<file path="config.mk">
export PLATFORM = sky130hd
export DESIGN_NAME = pwm_reload_compare
export DESIGN_NICKNAME = d
export VERILOG_FILES = /design/src/pwm_timer_pkg.sv /design/src/pwm_channel.sv /design/src/pwm_reload_compare.sv
export SDC_FILE = /design/constraint.sdc
export NUM_CORES = 1
export LEC_CHECK = 0
export ABC_AREA = 1
export BUFFER_PORTS_ARGS = -buffer_cell sky130_fd_sc_hd__buf_4
export CAP_MARGIN = 20
export CORE_MARGIN = 5
export CORE_UTILIZATION = 40
export CTS_CLUSTER_DIAMETER = 50
export CTS_CLUSTER_SIZE = 8
export DETAILED_ROUTE_END_ITERATION = 8
export GPL_TIMING_DRIVEN = 0
export SETUP_SLACK_MARGIN = 0.4
export SLEW_MARGIN = 20
export SYNTH_ARGS = -nofsm -noshare
export SYNTH_HDL_FRONTEND = slang
export SYNTH_HIERARCHICAL = 1
export SYNTH_SLANG_ARGS = --single-unit
</file>
<file path="constraint.sdc">
create_clock -name ref_clk -period 4.2 [get_ports ref_clk]
set_input_delay 0.42 -clock ref_clk [delete_from_list [all_inputs] [get_ports ref_clk]]
set_output_delay 0.42 -clock ref_clk [all_outputs]
set_load 0.005 [all_outputs]
</file>
<file path="src/pwm_timer_pkg.sv">
// Purpose: Shared constants and carriers for the dual waveform timer block
// Assumes: Byte-wide register port, 20 MHz ref_clk, ticks made elsewhere
// Notes: Offsets are byte addresses on the plain register port
package pwm_timer_pkg;
    localparam logic [7:0] CFG_ADDR = 8'h86;
    localparam logic [7:0] T0_THR_LO = 8'h88;
    localparam logic [7:0] T0_THR_HI = 8'h89;
    localparam logic [7:0] T0_RLD_LO = 8'h8a;
    localparam logic [7:0] T0_RLD_HI = 8'h8b;
    localparam logic [7:0] T1_THR_LO = 8'h8c;
    localparam logic [7:0] T1_THR_HI = 8'h8d;
    localparam logic [7:0] T1_RLD_LO = 8'h8e;
    localparam logic [7:0] T1_RLD_HI = 8'h8f;

    localparam int CFG_T0_START = 0;
    localparam int CFG_T0_AUTO = 1;
    localparam int CFG_T0_INV = 2;
    localparam int CFG_T0_DZ = 3;
    localparam int CFG_T1_START = 4;
    localparam int CFG_T1_AUTO = 5;
    localparam int CFG_T1_INV = 6;
    localparam int CFG_NA = 7;

    localparam logic [7:0] CFG_RESET = 8'h22;
    localparam logic [7:0] CFG_WR_MASK = 8'h7f;
    localparam logic [7:0] BYTE_RESET = 8'h00;
    localparam logic [15:0] WORD_RESET = 16'h0000;
    localparam logic [15:0] COUNT_ONE = 16'h0001;

    typedef struct packed {
        logic start;
        logic auto_rl;
        logic inv;
    } chan_cfg_s;

    typedef struct packed {
        logic run;
        logic [15:0] count;
        logic pwm;
    } chan_state_s;

    typedef struct packed {
        logic [7:0] cfg;
        logic [15:0] thr0;
        logic [15:0] rld0;
        logic [15:0] thr1;
        logic [15:0] rld1;
        logic [7:0] rdata;
    } regs_s;
endpackage
</file>
<file path="src/pwm_channel.sv">
// Purpose: One 16-bit down-counting waveform timer with reload and compare
// Assumes: tick is a one-cycle pulse from the divider chain on ref_clk
// Notes: done is combinational so the start bit clears on the stopping edge
module pwm_channel
(
    input wire logic ref_clk,
    input wire logic reset,
    input wire logic tick,
    input pwm_timer_pkg::chan_cfg_s cfg,
    input wire logic [15:0] reload,
    input wire logic [15:0] threshold,
    output logic [15:0] count,
    output logic pwm,
    output logic done
);
    import pwm_timer_pkg::*;

    chan_state_s st_ff;
    chan_state_s nxt_st;

    always_comb
    begin
        nxt_st = st_ff;
        done = 1'b0;
        if (!cfg.start)
        begin
            nxt_st.run = 1'b0;
        end
        else if (!st_ff.run)
        begin
            nxt_st.run = 1'b1;
            nxt_st.count = reload;
        end
        else if (tick)
        begin
            if (st_ff.count == WORD_RESET)
            begin
                if (cfg.auto_rl)
                begin
                    nxt_st.count = reload;
                end
                else
                begin
                    nxt_st.run = 1'b0;
                    done = 1'b1;
                end
            end
            else
            begin
                nxt_st.count = st_ff.count - COUNT_ONE;
            end
        end
        if (st_ff.run)
        begin
            nxt_st.pwm = (st_ff.count <= threshold) ^ cfg.inv;
        end
        else
        begin
            nxt_st.pwm = cfg.inv;
        end
    end

    always_ff @(posedge ref_clk)
    begin
        if (reset)
        begin
            st_ff <= '0;
        end
        else
        begin
            st_ff <= nxt_st;
        end
    end

    assign count = st_ff.count;
    assign pwm = st_ff.pwm;
endmodule

</file>
<file path="src/pwm_reload_compare.sv">
// Purpose: Reload and compare registers for two waveform timers, with the timers
// Assumes: Plain register port, read data one cycle after the read strobe
// Notes: Tick inputs come from the prescaler chain on the same clock
//
// Our own choice: the address-and-strobe port.
import pwm_timer_pkg::*;

// Contract
// - Timer 0 reload value is 16 bits held in separately writable low and high bytes.
// - Timer 1 reload value is 16 bits held in separately writable low and high bytes.
// - Timer 0 counter reloads the 16-bit reload value at zero when auto-reload is on.
// - Timer 1 counter reloads the 16-bit reload value at zero when auto-reload is on.
// - While timer 0 is started its reload bytes read back the live counter.
// - While timer 1 is started its reload bytes read back the live counter.
// - Timer 1 threshold is 16 bits held in a low byte and a high byte.
// - Timer 1 output is high while its counter is at or below its threshold, uninverted.
// - Timer 0 output is high while its counter is at or below its threshold, uninverted.
// - Each timer has an auto-reload bit, clear for one-shot, set for interval, reset set.
// - One-shot timers clear their own start bit; interval timers stop when software clears it.
// - Each timer has an inverter bit that reverses its output polarity.
module pwm_reload_compare
(
    input wire logic ref_clk,
    input wire logic reset,
    input wire logic [7:0] addr,
    input wire logic [7:0] wdata,
    input wire logic wr_stb,
    input wire logic rd_stb,
    input wire logic tick0,
    input wire logic tick1,
    output logic [7:0] rdata,
    output logic pwm0_out,
    output logic pwm1_out
);
    import pwm_timer_pkg::*;

    regs_s r_ff;
    regs_s nxt_r;
    chan_cfg_s cfg0;
    chan_cfg_s cfg1;
    logic [15:0] count0;
    logic [15:0] count1;
    logic done0;
    logic done1;

    assign cfg0 = '{start: r_ff.cfg[CFG_T0_START], auto_rl: r_ff.cfg[CFG_T0_AUTO],
        inv: r_ff.cfg[CFG_T0_INV]};
    assign cfg1 = '{start: r_ff.cfg[CFG_T1_START], auto_rl: r_ff.cfg[CFG_T1_AUTO],
        inv: r_ff.cfg[CFG_T1_INV]};

    pwm_channel u_timer0
    (
        .ref_clk(ref_clk),
        .reset(reset),
        .tick(tick0),
        .cfg(cfg0),
        .reload(r_ff.rld0),
        .threshold(r_ff.thr0),
        .count(count0),
        .pwm(pwm0_out),
        .done(done0)
    );

    pwm_channel u_timer1
    (
        .ref_clk(ref_clk),
        .reset(reset),
        .tick(tick1),
        .cfg(cfg1),
        .reload(r_ff.rld1),
        .threshold(r_ff.thr1),
        .count(count1),
        .pwm(pwm1_out),
        .done(done1)
    );

    always_comb
    begin
        nxt_r = r_ff;
        nxt_r.rdata = BYTE_RESET;
        if (done0)
        begin
            nxt_r.cfg[CFG_T0_START] = 1'b0;
        end
        if (done1)
        begin
            nxt_r.cfg[CFG_T1_START] = 1'b0;
        end
        // Write after the clear so a start written on the stopping edge wins
        if (wr_stb)
        begin
            if (addr == CFG_ADDR)
            begin
                nxt_r.cfg = wdata & CFG_WR_MASK;
            end
            else if (addr == T0_THR_LO)
            begin
                nxt_r.thr0[7:0] = wdata;
            end
            else if (addr == T0_THR_HI)
            begin
                nxt_r.thr0[15:8] = wdata;
            end
            else if (addr == T0_RLD_LO)
            begin
                nxt_r.rld0[7:0] = wdata;
            end
            else if (addr == T0_RLD_HI)
            begin
                nxt_r.rld0[15:8] = wdata;
            end
            else if (addr == T1_THR_LO)
            begin
                nxt_r.thr1[7:0] = wdata;
            end
            else if (addr == T1_THR_HI)
            begin
                nxt_r.thr1[15:8] = wdata;
            end
            else if (addr == T1_RLD_LO)
            begin
                nxt_r.rld1[7:0] = wdata;
            end
            else if (addr == T1_RLD_HI)
            begin
                nxt_r.rld1[15:8] = wdata;
            end
        end
        if (rd_stb)
        begin
            if (addr == CFG_ADDR)
            begin
                nxt_r.rdata = r_ff.cfg;
            end
            else if (addr == T0_THR_LO)
            begin
                nxt_r.rdata = r_ff.thr0[7:0];
            end
            else if (addr == T0_THR_HI)
            begin
                nxt_r.rdata = r_ff.thr0[15:8];
            end
            else if (addr == T0_RLD_LO)
            begin
                nxt_r.rdata = cfg0.start ? count0[7:0] : r_ff.rld0[7:0];
            end
            else if (addr == T0_RLD_HI)
            begin
                nxt_r.rdata = cfg0.start ? count0[15:8] : r_ff.rld0[15:8];
            end
            else if (addr == T1_THR_LO)
            begin
                nxt_r.rdata = r_ff.thr1[7:0];
            end
            else if (addr == T1_THR_HI)
            begin
                nxt_r.rdata = r_ff.thr1[15:8];
            end
            else if (addr == T1_RLD_LO)
            begin
                nxt_r.rdata = cfg1.start ? count1[7:0] : r_ff.rld1[7:0];
            end
            else if (addr == T1_RLD_HI)
            begin
                nxt_r.rdata = cfg1.start ? count1[15:8] : r_ff.rld1[15:8];
            end
        end
    end

    always_ff @(posedge ref_clk)
    begin
        if (reset)
        begin
            r_ff.cfg <= CFG_RESET;
            r_ff.thr0 <= WORD_RESET;
            r_ff.rld0 <= WORD_RESET;
            r_ff.thr1 <= WORD_RESET;
            r_ff.rld1 <= WORD_RESET;
            r_ff.rdata <= BYTE_RESET;
        end
        else
        begin
            r_ff <= nxt_r;
        end
    end

    assign rdata = r_ff.rdata;
endmodule

</file>
==> results_dict.tcl <==
set metrics [dict create \
    globalRoute.totalOverflow 0 \
    grt_util_met3 0.0419 \
    finalNonFillerCells 1479 \
    crit-reg2reg-launch "cfg1[2]" \
    synth_enable_flop_cells 0 \
    reg2reg_depth 8 \
    first_pass_grt_wire_length_microns 38200 \
    timing.clock.skew_ns 0.00701 \
    antenna_cells_inserted 0 \
    count_of_cell_types_in_the_netlist 35 \
    cts-resized-gates 0 \
    routed_wire_length_per_instance_microns 16.4 \
    io_buffer_count 31 \
    share_of_synthesized_flip_flops_with_an_asynchronous_set_or_reset 0 \
    required_ns 4.52 \
    totalWireLength_microns 24300 \
    startpoint "cfg1[2]" \
    grt_pass1_vias 6963 \
    fp.dieH_microns 149 \
    endpoint_of_the_worst_slack_reg_to_reg_timing_path "rdata[7]" \
    design.final.nets 1264 \
    timing.final.setup_violations 0 \
    rows 50 \
    seqPwrFrac 0.374 \
    netSwitchingPower_w 0.000653 \
    clkSinkCount 115 \
    cts-buffers-inserted 17 \
    ir_drop_mv 0.262 \
    rsz_0062_raised_after_global_routing "false" \
    share_of_the_clock_period_used_by_the_worst_path_after_layout 0.450 \
    syn-cell-area_sq_um 7720 \
    postSynthNetCount 1214 \
    via_per_inst 5.00 \
    worst_hold_path_type "in -> reg" \
    initial_antenna_violation_count 0 \
    syn_to_final_growth_pct 16.1 \
    clock_tree.buffer_depth 2 \
    floorplan.io_pins 32 \
    switching_share 0.223 \
    tritoncts "built" \
    status "finished clean" \
    leakage_nw 4.34 \
    internal-power_w 0.00228 \
    fraction_of_final_layout_cells_sized_beyond_drive_strength_1 0.164 \
    timing.final.crit_period_ns 1.89 \
    syn_inst 1156 \
    timing_worst_slew_pin_value_ns 0.642 \
    power-per-cell-area_nw_per_um2 327 \
    die_width_microns 149 \
    critical_path_endpoint "rdata[7]" \
    hold_slack_final_ns 0.295 \
    data_arrival_at_the_endpoint_of_the_critical_path_ns 2.22 \
    postCtsSetupBuffers 0 \
    clkPwrFrac 0.581 \
    final_setup_tns_ns 0 \
    slew_violations 0 \
    design.core.area_sq_um 18800 \
    drt.antenna.violating_nets 0 \
    fp.dieArea_sq_um 22200 \
    ys_ff_latch 115 \
    place.detailed.hpwl_microns 18500 \
    num_vias 7397 \
    groute.layer.met1.usage 0.271 \
    gp_routability_congestion 0.984 \
    hold_viol_final 0 \
    place_inst 1447 \
    synth_ff_type "sky130_fd_sc_hd__dfxtp_1" \
    detailedRoute.firstPassIterationCount 5 \
    postCtsHoldBufs 0 \
    combinationalPowerShare 0.045 \
    drv.max_cap_violation_count 0 \
    clock.fmax_mhz 529 \
    grt.total_usage 0.222 \
    grt_max_degree 17 \
    first_iter_violations 434 \
    cts_max_level 4 \
    fin_util 0.476 \
    avgSynthCellArea_sq_um 6.68 \
    yosys_synthesis_warning_count 6 \
    critical_path.endpoint_type "flop" \
    clkTransAtPathRegs_ns 0.06 \
    initial_util 0.410 \
    cp_max_fo 10 \
    globalRoute.busiestLayer "met2" \
    critical_path_class "reg -> reg" \
    timing.max_slew.rel_slack 0.572 \
    clock_tree_root "sky130_fd_sc_hd__clkbuf_16" \
    startpoint_type "flop" \
    clock_latency_ns 0.42 \
    register_area_share_after_synthesis 0.298 \
    detail_route.drc_violations 0 \
    global_route.usage.met2 0.389 \
    regToRegSetupSlack_ns 2.31 \
]
## sequential cells by signal (all words and copies together) (netlist names), 3 cells and up
signal	flops
u_timer1/count	16
rdata	8
cfg1	3
u_timer0/count	16
r_ff	65
cfg0	3
## how the worst min path moves through the flow
stage / start / endpoint / slack (ns) / depth (start not counted)
5_1_grt: reset / cfg1[2] / 0.30 / 2
3_5_place_dp: r_ff[75] / rdata[3] / 0.44 / 2
2_1_floorplan: r_ff[75] / rdata[3] / 0.42 / 2
6_report: wdata[4] / cfg1[2] / 0.30 / 3
3_3_place_gp: r_ff[75] / rdata[3] / 0.45 / 2
4_1_cts: reset / u_timer0/count[1] / 0.27 / 2
## critical path, cell delays in order, from the launching register on
cell	delay [ns]
sky130_fd_sc_hd__dfxtp_1	0.39
sky130_fd_sc_hd__clkbuf_1	0.41
sky130_fd_sc_hd__o21ai_0	0.19
sky130_fd_sc_hd__nand3_1	0.11
sky130_fd_sc_hd__o21ai_0	0.09
sky130_fd_sc_hd__nor3_1	0.24
sky130_fd_sc_hd__nand4_1	0.21
sky130_fd_sc_hd__nand2_1	0.10
sky130_fd_sc_hd__inv_1	0.04
## through the flow
| stage | total power, W | area [sq um] | worst slack [ns] |
|---|---|---|---|
| floorplan | 0.00119 | 7720 | 2.68 |
| global placement | 0.00125 | 8280 | 2.16 |
| detailed placement | 0.00125 | 8280 | 2.15 |
| CTS | 0.00294 | 8960 | 2.32 |
| global route | 0.00301 | 8960 | 2.09 |
| finish | 0.00293 | 8960 | 2.31 |
## cell usage in the layout, fill, tap and decap left out, types with 2 or more instances in the layout
master | synthesis | layout
sky130_fd_sc_hd__nand3_2 | 5 | 5
sky130_fd_sc_hd__clkbuf_1 | 13 | 13
sky130_fd_sc_hd__nand3b_1 | 2 | 2
sky130_fd_sc_hd__inv_2 | 17 | 17
sky130_fd_sc_hd__ha_1 | 36 | 36
sky130_fd_sc_hd__buf_8 | 2 | 2
sky130_fd_sc_hd__o21ai_1 | 42 | 42
sky130_fd_sc_hd__or2_2 | 6 | 6
sky130_fd_sc_hd__o21ai_2 | 2 | 2
sky130_fd_sc_hd__clkbuf_16 | 0 | 17
sky130_fd_sc_hd__or2_0 | 4 | 4
sky130_fd_sc_hd__buf_4 | 50 | 81
sky130_fd_sc_hd__buf_2 | 5 | 5
sky130_fd_sc_hd__clkbuf_8 | 0 | 2
sky130_fd_sc_hd__a21o_1 | 4 | 4
sky130_fd_sc_hd__nand4_1 | 12 | 12
sky130_fd_sc_hd__nand3_1 | 55 | 55
sky130_fd_sc_hd__dfxtp_1 | 115 | 115
sky130_fd_sc_hd__clkinv_2 | 0 | 2
sky130_fd_sc_hd__o21ai_0 | 75 | 75
sky130_fd_sc_hd__nand2_4 | 4 | 4
sky130_fd_sc_hd__xor2_1 | 12 | 12
sky130_fd_sc_hd__nor2_2 | 13 | 13
sky130_fd_sc_hd__nand4_2 | 4 | 4
sky130_fd_sc_hd__nor2_4 | 13 | 13
sky130_fd_sc_hd__nand2_2 | 6 | 6
sky130_fd_sc_hd__clkinvlp_4 | 0 | 3
sky130_fd_sc_hd__xnor2_1 | 2 | 2
sky130_fd_sc_hd__inv_1 | 130 | 130
sky130_fd_sc_hd__buf_6 | 8 | 8
sky130_fd_sc_hd__nor2_1 | 88 | 88
sky130_fd_sc_hd__a21oi_1 | 136 | 136
sky130_fd_sc_hd__o211ai_1 | 17 | 17
sky130_fd_sc_hd__nor3_1 | 11 | 11
sky130_fd_sc_hd__o21bai_1 | 6 | 6
sky130_fd_sc_hd__bufinv_16 | 0 | 6
sky130_fd_sc_hd__clkinv_4 | 0 | 2
sky130_fd_sc_hd__nand2_1 | 258 | 258
## synthesized netlist by cell type (11+ instances only)
cell	count	area [sq um]
sky130_fd_sc_hd__nand2_1	258	968
sky130_fd_sc_hd__a21oi_1	136	681
sky130_fd_sc_hd__inv_1	130	488
sky130_fd_sc_hd__dfxtp_1	115	2300
sky130_fd_sc_hd__nor2_1	88	330
sky130_fd_sc_hd__o21ai_0	75	375
sky130_fd_sc_hd__nand3_1	55	275
sky130_fd_sc_hd__buf_4	50	375
sky130_fd_sc_hd__o21ai_1	42	210
sky130_fd_sc_hd__ha_1	36	450
sky130_fd_sc_hd__inv_2	17	63.8
sky130_fd_sc_hd__o211ai_1	17	128
sky130_fd_sc_hd__clkbuf_1	13	48.8
sky130_fd_sc_hd__nor2_2	13	81.3
sky130_fd_sc_hd__nor2_4	13	146
sky130_fd_sc_hd__nand4_1	12	75.1
sky130_fd_sc_hd__xor2_1	12	105
sky130_fd_sc_hd__nor3_1	11	55.1
## cell families (layout without fill, tap and decap cells)
group / count (synthesis) / count (layout) / share of synthesized area
simple gates: 483 / 483 / 0.289
flops: 115 / 115 / 0.298
buf+inv: 225 / 288 / 0.145
fa+ha+maj: 36 / 36 / 0.0584
xor+xnor: 14 / 14 / 0.0159
compound gates: 283 / 283 / 0.194
## metal layers
metal	vias up	wire length, microns
li1	3834	-
met4	0	688
met5	-	0
met3	41	1310
met2	175	12000
met1	3347	10300
## power groups by stage
stage           logic, W  registers (W)  clock network, W
6_report        0.000132        0.00110           0.00170
5_1_grt         0.000144        0.00110           0.00177
4_1_cts         0.000131        0.00110           0.00171
3_5_place_dp    0.000131        0.00112                 0
3_3_place_gp    0.000130        0.00112                 0
2_1_floorplan  0.0000737        0.00112                 0
## layout make-up
type,count,area (sq um)
Buffer,78,569
Clock buffer,19,453
Clock inverter,13,230
Fill cell,1963,9870
Inverter,147,552
Multi-Input combinational cell,816,4300
Sequential cell,115,2300
Tap cell,260,325
Timing Repair Buffer,31,233
No activity file was read; power rests on OpenSTA's default activity.
